$ cat src/shared/dls_pkg.sv
// Package: register map, field positions and frame constants for the startup config block
package dls_pkg;

  localparam int AW = 15;
  localparam int DW = 8;

  // Serial frame layout
  localparam int INST_BITS = 16;
  localparam int BYTE_BITS = 8;
  localparam int RW_POS    = 14;  // Read flag position after 15 shifts

  // Directly mapped registers, read/write except the read-only PLL status, SERDES PLL status and temperature code
  localparam logic [14:0] A_IFCFG = 15'h000;
  localparam logic [14:0] A_PWR   = 15'h011;
  localparam logic [14:0] A_CLKPD = 15'h080;
  localparam logic [14:0] A_SREF  = 15'h081;
  localparam logic [14:0] A_PLLEN = 15'h083;
  localparam logic [14:0] A_PLLST = 15'h084;
  localparam logic [14:0] A_FBCNT = 15'h085;
  localparam logic [14:0] A_VCODV = 15'h08b;
  localparam logic [14:0] A_REFDV = 15'h08c;
  localparam logic [14:0] A_FMT   = 15'h110;
  localparam logic [14:0] A_INTP  = 15'h112;
  localparam logic [14:0] A_TEN   = 15'h12f;
  localparam logic [14:0] A_TLO   = 15'h132;
  localparam logic [14:0] A_THI   = 15'h133;
  localparam logic [14:0] A_TCAP  = 15'h134;
  localparam logic [14:0] A_SIPD  = 15'h200;
  localparam logic [14:0] A_LNPD  = 15'h201;
  localparam logic [14:0] A_SPLEN = 15'h280;
  localparam logic [14:0] A_SPLST = 15'h281;
  localparam logic [14:0] A_LCTL  = 15'h300;
  // Link parameter registers, one page per link
  localparam logic [14:0] A_DID   = 15'h450;
  localparam logic [14:0] A_BID   = 15'h451;
  localparam logic [14:0] A_LID   = 15'h452;
  localparam logic [14:0] A_SCRL  = 15'h453;
  localparam logic [14:0] A_F     = 15'h454;
  localparam logic [14:0] A_K     = 15'h455;
  localparam logic [14:0] A_M     = 15'h456;
  localparam logic [14:0] A_N     = 15'h457;
  localparam logic [14:0] A_NP    = 15'h458;
  localparam logic [14:0] A_S     = 15'h459;
  localparam logic [14:0] A_HD    = 15'h45a;
  localparam logic [14:0] A_CSUM  = 15'h45d;
  localparam logic [14:0] A_DSKW  = 15'h46c;
  localparam logic [14:0] A_FPL   = 15'h476;
  localparam logic [14:0] A_LNEN  = 15'h47d;
  // Lane status, read only
  localparam logic [14:0] A_CGS   = 15'h470;
  localparam logic [14:0] A_FSYN  = 15'h471;
  localparam logic [14:0] A_CKS   = 15'h472;
  localparam logic [14:0] A_ILAS  = 15'h473;

  localparam logic [7:0] RST_VAL = 8'h00;

  // Field positions
  localparam int SRST_LO  = 0;
  localparam int SRST_HI  = 7;
  localparam int ADDRINC  = 2;
  localparam int SDO_ACT  = 3;
  localparam int PLL_EN   = 4;
  localparam int PLL_LOCK = 1;
  localparam int SPL_EN   = 0;
  localparam int SPL_LOCK = 0;
  localparam int TEMP_EN  = 0;
  localparam int TEMP_CAP = 0;
  localparam int LNK_PAGE = 2;
  localparam int LNK_DUAL = 3;

  localparam int NCFG = 17;
  localparam int NLNK = 15;

  // Index of a directly mapped register, -1 if none
  function automatic int cfg_idx(input logic [14:0] a);
    case (a)
      A_IFCFG: return 0;
      A_PWR:   return 1;
      A_CLKPD: return 2;
      A_SREF:  return 3;
      A_PLLEN: return 4;
      A_FBCNT: return 5;
      A_VCODV: return 6;
      A_REFDV: return 7;
      A_FMT:   return 8;
      A_INTP:  return 9;
      A_TEN:   return 10;
      A_TCAP:  return 11;
      A_SIPD:  return 12;
      A_LNPD:  return 13;
      A_SPLEN: return 14;
      A_LCTL:  return 15;
      default: return -1;
    endcase
  endfunction : cfg_idx

  // Index of a paged link register, -1 if none
  function automatic int lnk_idx(input logic [14:0] a);
    case (a)
      A_DID:   return 0;
      A_BID:   return 1;
      A_LID:   return 2;
      A_SCRL:  return 3;
      A_F:     return 4;
      A_K:     return 5;
      A_M:     return 6;
      A_N:     return 7;
      A_NP:    return 8;
      A_S:     return 9;
      A_HD:    return 10;
      A_CSUM:  return 11;
      A_DSKW:  return 12;
      A_FPL:   return 13;
      A_LNEN:  return 14;
      default: return -1;
    endcase
  endfunction : lnk_idx

endpackage : dls_pkg

$ cat src/core/dls_spi_slave.sv
// Serial register port engine: instruction, address and streamed data bytes
module dls_spi_slave (
  input  wire logic        core_clk,
  input  wire logic        arst_n,
  input  wire logic        sclk,
  input  wire logic        csb_n,
  input  wire logic        sdi,
  input  wire logic        incr,
  input  wire logic [7:0]  rdata,
  output logic             wr_stb,
  output logic [14:0]      addr,
  output logic [7:0]       wdata,
  output logic             rd_act,
  output logic             tx_bit
);
  logic        sclk_q_r;
  logic        inst_r;
  logic        rd_r;
  logic        load_r;
  logic [4:0]  cnt_r;
  logic [15:0] sh_r;
  logic [7:0]  tx_r;
  logic        rise;
  logic        fall;

  // Clock edges seen at core rate
  assign rise   = sclk & ~sclk_q_r & ~csb_n;
  assign fall   = ~sclk & sclk_q_r & ~csb_n;
  assign rd_act = ~csb_n & rd_r & ~inst_r;
  assign tx_bit = tx_r[7];

  always_ff @(posedge core_clk or negedge arst_n) begin
    if (!arst_n) sclk_q_r <= 1'b0;
    else sclk_q_r <= sclk;
  end

  // Frame sequencing, shifting and address stepping
  always_ff @(posedge core_clk or negedge arst_n) begin
    if (!arst_n) begin
      inst_r <= 1'b1;
      rd_r   <= 1'b0;
      load_r <= 1'b0;
      cnt_r  <= 5'h00;
      sh_r   <= 16'h0000;
      tx_r   <= 8'h00;
      addr   <= 15'h0000;
      wdata  <= 8'h00;
      wr_stb <= 1'b0;
    end else begin
      wr_stb <= 1'b0;
      load_r <= 1'b0;
      if (wr_stb) addr <= incr ? addr + 15'h0001 : addr - 15'h0001;
      if (csb_n) begin
        inst_r <= 1'b1;
        rd_r   <= 1'b0;
        cnt_r  <= 5'h00;
      end else begin
        if (rise) begin
          sh_r <= {sh_r[14:0], sdi};
          if (inst_r && cnt_r == 5'(dls_pkg::INST_BITS - 1)) begin
            inst_r <= 1'b0;
            cnt_r  <= 5'h00;
            rd_r   <= sh_r[dls_pkg::RW_POS];
            addr   <= {sh_r[13:0], sdi};
            load_r <= sh_r[dls_pkg::RW_POS];
          end else if (!inst_r && cnt_r == 5'(dls_pkg::BYTE_BITS - 1)) begin
            cnt_r <= 5'h00;
            if (rd_r) begin
              addr   <= incr ? addr + 15'h0001 : addr - 15'h0001;
              load_r <= 1'b1;
            end else begin
              wr_stb <= 1'b1;
              wdata  <= {sh_r[6:0], sdi};
            end
          end else begin
            cnt_r <= cnt_r + 5'h01;
          end
        end
        // No shift at a byte boundary, the next byte is loaded instead
        if (fall && !inst_r && cnt_r != 5'h00) tx_r <= {tx_r[6:0], 1'b0};
        if (load_r) tx_r <= rdata;
      end
    end
  end

endmodule : dls_spi_slave

$ cat src/core/dls_temp_capture.sv
// Die temperature code holding register, loaded on a capture request
module dls_temp_capture (
  input  wire logic        core_clk,
  input  wire logic        arst_n,
  input  wire logic        srst,
  input  wire logic        enable,
  input  wire logic        capture,
  input  wire logic [15:0] code_i,
  output logic [15:0]      code_r
);
  // Capture only while the sensor is on
  always_ff @(posedge core_clk or negedge arst_n) begin
    if (!arst_n) code_r <= 16'h0000;
    else if (srst) code_r <= 16'h0000;
    else if (capture && enable) code_r <= code_i;
  end

endmodule : dls_temp_capture

$ cat src/core/dls_top.sv
// Startup configuration register block with serial port, status and temperature readout
module dls_top (
  input  wire logic        core_clk,
  input  wire logic        arst_n,
  input  wire logic        sclk,
  input  wire logic        csb_n,
  input  wire logic        sdio_i,
  output logic             sdio_o,
  output logic             sdio_oe,
  output logic             sdo_o,
  output logic             sdo_oe,
  input  wire logic        dac_pll_lock_i,
  input  wire logic        serdes_pll_lock_i,
  input  wire logic [15:0] temp_code_i,
  input  wire logic [7:0]  lane_cgs_i,
  input  wire logic [7:0]  lane_fsync_i,
  input  wire logic [7:0]  lane_cksum_i,
  input  wire logic [7:0]  lane_ilas_i,
  input  wire logic [14:0] cfg_addr_i,
  output logic [7:0]       cfg_data_o,
  output logic             soft_reset_o,
  output logic             four_wire_o,
  output logic             dac_pll_en_o,
  output logic             serdes_pll_en_o,
  output logic             temp_en_o,
  output logic             dual_link_o,
  output logic             link_page_o
);
  logic [7:0]  cfg_r [dls_pkg::NCFG];
  logic [7:0]  lnk_r [2][dls_pkg::NLNK];
  logic        srst_r;
  logic        wr_stb;
  logic [14:0] addr;
  logic [7:0]  wdata;
  logic [7:0]  rdata;
  logic        rd_act;
  logic        tx_bit;
  logic        incr;
  logic        tcap;
  logic [15:0] tcode;
  logic        srst_wr;
  int          wci;
  int          wli;

  // Frequently used control bits
  assign four_wire_o     = cfg_r[0][dls_pkg::SDO_ACT];
  assign incr            = cfg_r[0][dls_pkg::ADDRINC];
  assign dac_pll_en_o    = cfg_r[4][dls_pkg::PLL_EN];
  assign temp_en_o       = cfg_r[10][dls_pkg::TEMP_EN];
  assign serdes_pll_en_o = cfg_r[14][dls_pkg::SPL_EN];
  assign dual_link_o     = cfg_r[15][dls_pkg::LNK_DUAL];
  assign link_page_o     = cfg_r[15][dls_pkg::LNK_PAGE];
  assign soft_reset_o    = srst_r;

  // Serial port engine
  dls_spi_slave u_spi (
    .core_clk (core_clk),
    .arst_n   (arst_n),
    .sclk     (sclk),
    .csb_n    (csb_n),
    .sdi      (sdio_i),
    .incr     (incr),
    .rdata    (rdata),
    .wr_stb   (wr_stb),
    .addr     (addr),
    .wdata    (wdata),
    .rd_act   (rd_act),
    .tx_bit   (tx_bit)
  );

  // Readback on sdo in four-wire mode, else on sdio
  assign sdo_o   = tx_bit;
  assign sdio_o  = tx_bit;
  assign sdo_oe  = rd_act & four_wire_o;
  assign sdio_oe = rd_act & ~four_wire_o;

  // Write decode
  assign wci     = dls_pkg::cfg_idx(addr);
  assign wli     = dls_pkg::lnk_idx(addr);
  assign srst_wr = wr_stb && addr == dls_pkg::A_IFCFG &&
                   (wdata[dls_pkg::SRST_LO] || wdata[dls_pkg::SRST_HI]);
  assign tcap    = wr_stb && addr == dls_pkg::A_TCAP && wdata[dls_pkg::TEMP_CAP];

  // Soft reset pulse, one cycle after the write
  always_ff @(posedge core_clk or negedge arst_n) begin
    if (!arst_n) srst_r <= 1'b0;
    else srst_r <= srst_wr;
  end

  // Directly mapped register storage; reset bits self-clear
  always_ff @(posedge core_clk or negedge arst_n) begin
    if (!arst_n) begin
      for (int i = 0; i < dls_pkg::NCFG; i++) cfg_r[i] <= dls_pkg::RST_VAL;
    end else if (srst_r) begin
      for (int i = 0; i < dls_pkg::NCFG; i++) cfg_r[i] <= dls_pkg::RST_VAL;
    end else if (wr_stb && wci >= 0) begin
      if (wci == 0) begin
        cfg_r[0] <= wdata & ~(8'h01 << dls_pkg::SRST_LO)
                          & ~(8'h01 << dls_pkg::SRST_HI);
      end else begin
        cfg_r[wci] <= wdata;
      end
    end
  end

  // Paged link parameter storage, page chosen by link control
  always_ff @(posedge core_clk or negedge arst_n) begin
    if (!arst_n) begin
      for (int p = 0; p < 2; p++)
        for (int i = 0; i < dls_pkg::NLNK; i++) lnk_r[p][i] <= dls_pkg::RST_VAL;
    end else if (srst_r) begin
      for (int p = 0; p < 2; p++)
        for (int i = 0; i < dls_pkg::NLNK; i++) lnk_r[p][i] <= dls_pkg::RST_VAL;
    end else if (wr_stb && wli >= 0) begin
      lnk_r[link_page_o][wli] <= wdata;
    end
  end

  // Temperature code holding register
  dls_temp_capture u_temp (
    .core_clk (core_clk),
    .arst_n   (arst_n),
    .srst     (srst_r),
    .enable   (temp_en_o),
    .capture  (tcap),
    .code_i   (temp_code_i),
    .code_r   (tcode)
  );

  // Read value of any address; unmapped reads as zero
  function automatic logic [7:0] rd_val(input logic [14:0] a);
    int ci;
    int li;
    ci = dls_pkg::cfg_idx(a);
    li = dls_pkg::lnk_idx(a);
    if (ci >= 0) return cfg_r[ci];
    if (li >= 0) return lnk_r[link_page_o][li];
    case (a)
      dls_pkg::A_PLLST:
        return 8'(dac_pll_en_o & dac_pll_lock_i) << dls_pkg::PLL_LOCK;
      dls_pkg::A_SPLST:
        return 8'(serdes_pll_en_o & serdes_pll_lock_i) << dls_pkg::SPL_LOCK;
      dls_pkg::A_TLO:  return tcode[7:0];
      dls_pkg::A_THI:  return tcode[15:8];
      dls_pkg::A_CGS:  return lane_cgs_i;
      dls_pkg::A_FSYN: return lane_fsync_i;
      dls_pkg::A_CKS:  return lane_cksum_i;
      dls_pkg::A_ILAS: return lane_ilas_i;
      default:         return 8'h00;
    endcase
  endfunction : rd_val

  // Serial readback source
  always_comb begin
    rdata = rd_val(addr);
  end

  // Internal configuration port, registered
  always_ff @(posedge core_clk or negedge arst_n) begin
    if (!arst_n) cfg_data_o <= 8'h00;
    else cfg_data_o <= rd_val(cfg_addr_i);
  end
endmodule : dls_top

$ cat config.mk
export PLATFORM = sky130hd
export DESIGN_NAME = dls_top
export DESIGN_NICKNAME = d
export VERILOG_FILES = /design/src/shared/dls_pkg.sv /design/src/core/dls_spi_slave.sv /design/src/core/dls_temp_capture.sv /design/src/core/dls_top.sv
export SDC_FILE = /design/constraint.sdc
export NUM_CORES = 1
export LEC_CHECK = 0
export BUFFER_PORTS_ARGS = -buffer_cell sky130_fd_sc_hd__buf_2
export CORE_MARGIN = 5
export CORE_UTILIZATION = 40
export DETAILED_ROUTE_END_ITERATION = 8
export GPL_TIMING_DRIVEN = 0
export REMOVE_ABC_BUFFERS = 1
export SYNTH_ARGS = -nofsm -noshare
export SYNTH_HDL_FRONTEND = slang
export SYNTH_SLANG_ARGS = --single-unit
$ cat constraint.sdc
create_clock -name core_clk -period 4.16 [get_ports core_clk]
set_clock_uncertainty 0.15 [all_clocks]
set_input_delay 0.832 -clock core_clk [delete_from_list [all_inputs] [get_ports core_clk]]
set_output_delay 0.832 -clock core_clk [all_outputs]
set_load 0.02 [all_outputs]
==> out/qor.tcl, run 1 <==
set qor(run_status) {finished with violations}
set qor(violations) {capacitance limit, slew limit, setup timing}
set qor(timing_hold_violations_final) 0
set qor(remaining_drc_errors) 0
set qor(timing.reg2reg.worst_path_depth) 9
set qor(cts_sinks) 449
set qor(timing.hold.worst_endpoint) {u_spi.sclk_q_r$_DFF_PN0_}
set qor(drt_iter0_drc) 3131
set qor(floorplan.initialDensity_pct) 40.2
set qor(rsz0062_at_grt) {true}
set qor(grt_max_degree) 117
set qor(power.density_nw_per_um2) 306
set qor(fin_tns_setup_ps) -60.8
set qor(clk_path_buf_depth) 3
set qor(yosys.area.top_type) {dfrtp_1}
set qor(routed_wire_length_per_instance_um) 26.1
set qor(synthesized_netlist_cell_count) 3123
set qor(route.antenna.remaining_nets) 0
set qor(worstSkewPairLatency_ps) 620
set qor(cellLeakagePower_nw) 12.9
set qor(fin_nets) 3187
set qor(synth_seq_cells) 449
set qor(antenna_found_initial) 3
set qor(final.setup.worst_slack_ps) -31.3
set qor(dr.pass1.iters) 7
set qor(filler_cell_count) 6593
set qor(synth_area_per_cell_um2) 8.82
set qor(tritoncts) {built}
set qor(grt_usage_pct) 27.3
set qor(netlist_top_cells_area) {dfrtp_1, mux2i_1, nand2_1, a21oi_1, nor2_1}
set qor(timing.final.setup_violations) 2
set qor(top_level_ports) 89
set qor(peakVddDrop_mv) 0.284
set qor(maxCapViolations) 1
set qor(crit_required_ps) 4460
set qor(synth_async_reset_ratio_pct) 100
set qor(rows) 96
set qor(final_layout_size_suffix_gt1_share_pct) 14.8
set qor(worstReg2RegStart) {u_spi.addr[10]$_DFF_PN0_}
set qor(design.core.area_um2) 68500
set qor(tightestPinTransition_ps) 1510
set qor(detail_route.wirelength_mm) 105
set qor(total_power_mw) 9.66
set qor(tritoncts.num_buffers) 50
set qor(final_period_minus_worst_setup_slack_ps) 4190
set qor(worst_hold_startpoint) {sclk}
set qor(port-buffer-count) 88
set qor(r2r_setup_slack_ps) -30
set qor(synth.cell_area_um2) 27500
set qor(timing.final.max_slew_violations) 9
set qor(post_dp_cell_area_um2) 29100
set qor(setup.worst_path.class) {flip-flop to flip-flop}
set qor(grt_pass1_wl_mm) 158
set qor(timing.hold.worst.class) {input port to flip-flop}
set qor(final_cell_area_um2) 31500
set qor(critPathMaxFanout) 24
set qor(final_cell_count_no_fill) 4022
set qor(setup.worst_path.end_class) {flip-flop}
set qor(synth_enable_flop_cells) 0
set qor(globalRouteOverflowTotal) 0
set qor(cts.htree.levels) 2
set qor(die_area_um2) 74200
set qor(root_buffer) {clkbuf_16}
set qor(layout-area-overhead-vs-synth_pct) 14.5
set qor(place.detailed.hpwl_mm) 72.1
set qor(gp_routability_congestion) 0.978
set qor(fin_worst_hold_slack_ps) 205
set qor(worstHoldPathCells) 1
set qor(vias) 25600
set qor(clkTransAtPathRegs_ps) 60
set qor(ys.flop_type) {dfrtp_1}
set qor(fp.dieW_um) 272
set qor(worst-endpoint-arrival_ps) 4490
set qor(synth.distinct_cells) 103
set qor(drt-vias-per-instance) 6.37
set qor(worst_slew_margin_rel_pct) -1.68
set qor(reg2reg_to) {u_spi.tx_r[6]$_DFFE_PN0P_}
set qor(max_clock_freq_mhz) 239
set qor(startpoint_types) {flip-flop}
set qor(synth_top_area_share_pct) 40.7
set qor(die_y_um) 272
set qor(synth-seq-area-share_pct) 40.8
set qor(placedCellCount) 3901
set qor(vias_in_the_first_global_route) 24200
set qor(finalCritPeriodShare_pct) 101
set qor(ys_warn_count) 0
[through the flow]
| stage | utilization (%) | worst slack [ps] |
|---|---|---|
| floorplan | - | -3760 |
| global placement | 41.1 | -8060 |
| detailed placement | 42.5 | -1910 |
| CTS | 45.7 | 19.6 |
| global route | 46.0 | -4.60 |
| finish | 46.0 | -31.3 |
[layer usage]
| layer | part of all wire [%] | routed length [um] | vias up | GRT usage, % |
|---|---|---|---|---|
| li1 | - | - | 11300 | - |
| met1 | 42 | 43700 | 12600 | 38.3 |
| met2 | 43 | 45400 | 1392 | 40.7 |
| met3 | 10 | 10800 | 321 | 6.17 |
| met4 | 5.0 | 5280 | 4 | 11.8 |
| met5 | 0.028 | 29 | - | 0 |
[power breakdown]
part,switching [mW],total [mW],internal [mW]
clock,1.94,4.67,2.73
combinational,0.307,0.468,0.161
sequential,0.109,4.52,4.42
total,2.36,9.66,7.30
[cell usage after synthesis, drive strengths merged, types with 16 or more instances]
cell and instances:
nor2 296, buf 74, a22oi 38, and3 23, mux4 33, nand2 549
mux2 38, a211oi 34, mux2i 331, nand4 23, o22ai 43, nor3 66
a31oi 17, nand2b 16, clkbuf 163, o221ai 16, a221oi 21, nand3 158
o21ai 111, ha 16, inv 20, nor2b 17, o211ai 19, nor4 30
dfrtp 448, a21oi 285
[worst max-delay path, stage by stage (launching register included)]
cell and delay (ps):
dfrtp_1 650, or3b_2 540, nor2_1 390, nand2_1 280
nand2_4 360, o22ai_1 130, nor3_1 360, o21ai_0 290
o41ai_4 710, a32oi_1 120
[cells by family after synthesis]
logic type | synth area share [%]
and+or+nand+nor | 21.4
AOI/OAI and AO/OA | 16.4
DFF | 40.8
muxes | 16.3
buffers and inverters | 3.79
adders and majority gates | 0.800
xor gates and xnor gates | 0.509
[sequential cells by signal (all words and copies together), names as in the netlist, 5 cells and up]
register / count
cfg_data_o: 8
u_spi.addr: 15
u_spi.tx_r: 8
lnk_r: 240
u_temp.code_r: 16
u_spi.sh_r: 15
u_spi.cnt_r: 5
u_spi.wdata: 8
cfg_r: 122
[what timing repair did]
item / CTS / global route
setup endpoints to repair: 368 / 167
hold buffers: 1 / 0
gates resized for setup: 77 / 21
pin swaps: 5 / 10
endpoints found under the hold margin: 29 / 0
setup buffers: 17 / 10
[worst max path at each step]
| stage | from | endpoint | slack, ps |
|---|---|---|---|
| floorplan | link_page_o$_DFFE_PN0P_ | lnk_r[104]$_DFFE_PN0P_ | -3760 |
| global placement | soft_reset_o$_DFF_PN0_ | soft_reset_o | -8060 |
| detailed placement | u_spi.addr[1]$_DFF_PN0_ | u_spi.tx_r[4]$_DFFE_PN0P_ | -1910 |
| CTS | u_spi.addr[4]$_DFF_PN0_ | u_spi.tx_r[4]$_DFFE_PN0P_ | 20 |
| global route | u_spi.addr[1]$_DFF_PN0_ | u_spi.tx_r[4]$_DFFE_PN0P_ | -5 |
| finish | u_spi.addr[10]$_DFF_PN0_ | u_spi.tx_r[6]$_DFFE_PN0P_ | -30 |
[layout make-up]
cell class	instances	area, um^2	share of cell area, %
timing repair buffer	162	1570	4.98
clock buffer	73	1490	4.72
tap	882	1100	3.50
sequential	449	11300	35.8
antenna	1	2.50	0.00794
clock inverter	18	205	0.651
multi-input combinational	2417	15800	50.1
inverter	20	75.1	0.238
[cells in the final DEF, fill, tap and decap left out, drive strengths merged, types with 43 or more instances in the layout]
master,count
nand2,549
dfrtp,448
mux2i,331
nor2,296
a21oi,285
buf,160
nand3,158
o21ai,111
clkbuf,74
nor3,66
o22ai,43
Power figures use the tool's default switching activity.
==> run 2, diff against run 1 <==
SKIP_CTS_REPAIR_TIMING = 1   (was unset)
clock period = 3.83 ns   (was 4.16 ns; I/O delays follow)
==> run 2 against run 1 <==
The flow still finishes with violations (capacitance limit, slew limit, setup timing). Core utilization rose by 1.0 points. Count of clock-buffer cells in the layout did not move. Final cell count rose by 1.1%. Critical path type unchanged. Largest power group unchanged.
==> out/qor.tcl, run 2 (same netlist as run 1, synthesis figures left out) <==
set qor(setup.worst_path.end_class) {flip-flop}
set qor(timing.reg2reg.worst_path_depth) 9
set qor(clkTransAtPathRegs_ps) 70
set qor(timing.final.setup_violations) 22
set qor(power.switching_mw) 2.60
set qor(vias_in_the_first_global_route) 24000
set qor(timing.hold.worst_endpoint) {u_spi.sclk_q_r$_DFF_PN0_}
set qor(final.setup.worst_slack_ps) -154
set qor(rsz0062_at_grt) {true}
set qor(cts.htree.levels) 2
set qor(tritoncts) {built}
set qor(final_layout_size_suffix_gt1_share_pct) 17.1
set qor(dpl_worst_slack_ps) -2240
set qor(max_clock_freq_mhz) 251
set qor(worst-endpoint-arrival_ps) 4320
set qor(run_status) {finished with violations}
set qor(drt-vias-per-instance) 6.45
set qor(floorplan.initialDensity_pct) 40.2
set qor(slowest_stage) {a2111oi_4}
set qor(timing.final.max_slew_violations) 3
set qor(route.antenna.remaining_nets) 0
set qor(timing_hold_violations_final) 0
set qor(fp.dieW_um) 272
set qor(antenna_found_initial) 5
set qor(detail_route.wirelength_mm) 108
set qor(share_seq_of_total_power_pct) 46.4
set qor(registers.top_by_ff_count) {lnk_r}
set qor(gp_routability_congestion) 0.978
set qor(port-buffer-count) 88
set qor(fraction_of_power_spent_switching_nets_pct) 24.7
set qor(routed_wire_length_per_instance_um) 26.5
set qor(final_cell_area_um2) 32200
set qor(power.density_nw_per_um2) 327
set qor(design.core.area_um2) 68500
set qor(grt_pass1_wl_mm) 157
set qor(dr.pass1.iters) 8
set qor(worstSkewPairLatency_ps) 630
set qor(worstReg2RegStart) {u_spi.addr[8]$_DFF_PN0_}
set qor(mostFrequentLayoutCell) {nand2_1}
set qor(comb_power_share_pct) 5.3
set qor(reg2reg_to) {u_spi.tx_r[3]$_DFFE_PN0P_}
set qor(tightestPinTransition_ps) 1580
set qor(fin_tns_setup_ps) -648
set qor(critPathMaxFanout) 12
set qor(violations) {capacitance limit, slew limit, setup timing}
set qor(worst_slew_margin_rel_pct) -7.94
set qor(tritoncts.num_buffers) 50
set qor(post_dp_cell_area_um2) 29100
set qor(timing.critical_path.cells) {or3_1 -> nor2_1 -> o21a_1 -> a2111oi_4 -> nand2_4 -> a311oi_1 -> o311ai_0 -> nor2_1 -> o41ai_1}
set qor(cellLeakagePower_nw) 13.3
set qor(drt_iter0_drc) 3648
set qor(layout-area-overhead-vs-synth_pct) 17.0
set qor(die_y_um) 272
set qor(fin_worst_hold_slack_ps) 138
set qor(r2r_setup_slack_ps) -150
set qor(fin_nets) 3229
set qor(grt_max_degree) 117
set qor(clock_power_share_pct) 48.2
set qor(crit_path_frequent_cell) {nor2_1}
set qor(top_level_ports) 89
set qor(finalCritPeriodShare_pct) 104
set qor(flip_flop_count_of_the_largest_register_all_copies_and_words_added) 240
set qor(peakVddDrop_mv) 0.308
set qor(intPower_mw) 7.95
set qor(place.detailed.hpwl_mm) 72.1
set qor(die_area_um2) 74200
set qor(layout_top_registers) {lnk_r: 240 flops, cfg_r: 122 flops, u_temp.code_r: 16 flops}
set qor(startpoint_types) {flip-flop}
set qor(total_power_mw) 10.6
set qor(timing.hold.worst.class) {input port to flip-flop}
set qor(crit_required_ps) 4160
set qor(worst_hold_startpoint) {sclk}
set qor(vias) 26200
set qor(rows) 96
set qor(globalRouteOverflowTotal) 0
set qor(final_period_minus_worst_setup_slack_ps) 3980
set qor(worstHoldPathCells) 1
set qor(clk_path_buf_depth) 3
set qor(remaining_drc_errors) 0
set qor(cts_sinks) 449
set qor(max_stage_delay_ps) 770
set qor(grt_usage_pct) 27.1
set qor(commonest_cells_after_routing_fill_and_taps_aside) {nand2_1, dfrtp_1, mux2i_1}
set qor(maxCapViolations) 1
set qor(setup.worst_path.class) {flip-flop to flip-flop}
set qor(root_buffer) {clkbuf_16}
==> run 2: changes by cell type in the layout (fill, tap and decap cells not counted), sizes merged <==
cell and delta:
buf +37, diode +2, and2 +1, and3 +1, clkbuf +1, nand2 +1
o21ai +1
==> run 2: cell type report <==
type                    count  area [um^2]
flip-flops and latches    449        11300
clock inverters            18          205
repair buffers            200         1950
diodes                      3         7.51
fillers                  6551        36200
clock buffers              73         1490
well taps                 882         1100
inverters                  20         75.1
multi-input cells        2421        16100
==> run 2: worst max path at each step <==
stage                                  from                   endpoint  slack [ps]  cells after the start
floorplan           link_page_o$_DFFE_PN0P_     lnk_r[104]$_DFFE_PN0P_       -4090                      4
global placement     soft_reset_o$_DFF_PN0_               soft_reset_o       -8320                      1
detailed placement  u_spi.addr[1]$_DFF_PN0_  u_spi.tx_r[4]$_DFFE_PN0P_       -2240                      9
CTS                 u_spi.addr[1]$_DFF_PN0_  u_spi.tx_r[4]$_DFFE_PN0P_       -2280                      9
global route        u_spi.addr[6]$_DFF_PN0_     lnk_r[132]$_DFFE_PN0P_        -100                      9
finish              u_spi.addr[8]$_DFF_PN0_  u_spi.tx_r[3]$_DFFE_PN0P_        -150                      9
==> run 2: power groups by stage <==
stage,Clock [mW],Combinational [mW],Sequential [mW]
after floorplan,0,0.236,4.94
after global placement,0,0.455,4.99
after detailed placement,0,0.490,4.98
after CTS,5.14,0.492,4.90
after global routing,5.35,0.619,4.91
final,5.09,0.563,4.90
==> run 2: metal layers <==
layer  vias up  routed length [um]  track usage [%]
met1     12800               43500             38.0
met5         -                  25                0
met2      1667               46300             40.5
met3       388               11900             6.16
met4         4                5870             11.4
li1      11400                   -                -
==> run 2: through the flow <==
step                      std cells  utilization (%)
after floorplan                2886                -
after global placement         3856             41.1
after detailed placement       3901             42.5
after CTS                      3992             45.0
after global routing           4064             47.1
final                          4066             47.1
==> run 2: worst max-delay path: cells and delay by family, from the launching register on <==
family	cells	cell delay (ps)
AND/OR/NAND/NOR	4	1270
AO/OA/AOI/OAI	5	1740
flip-flops	1	670
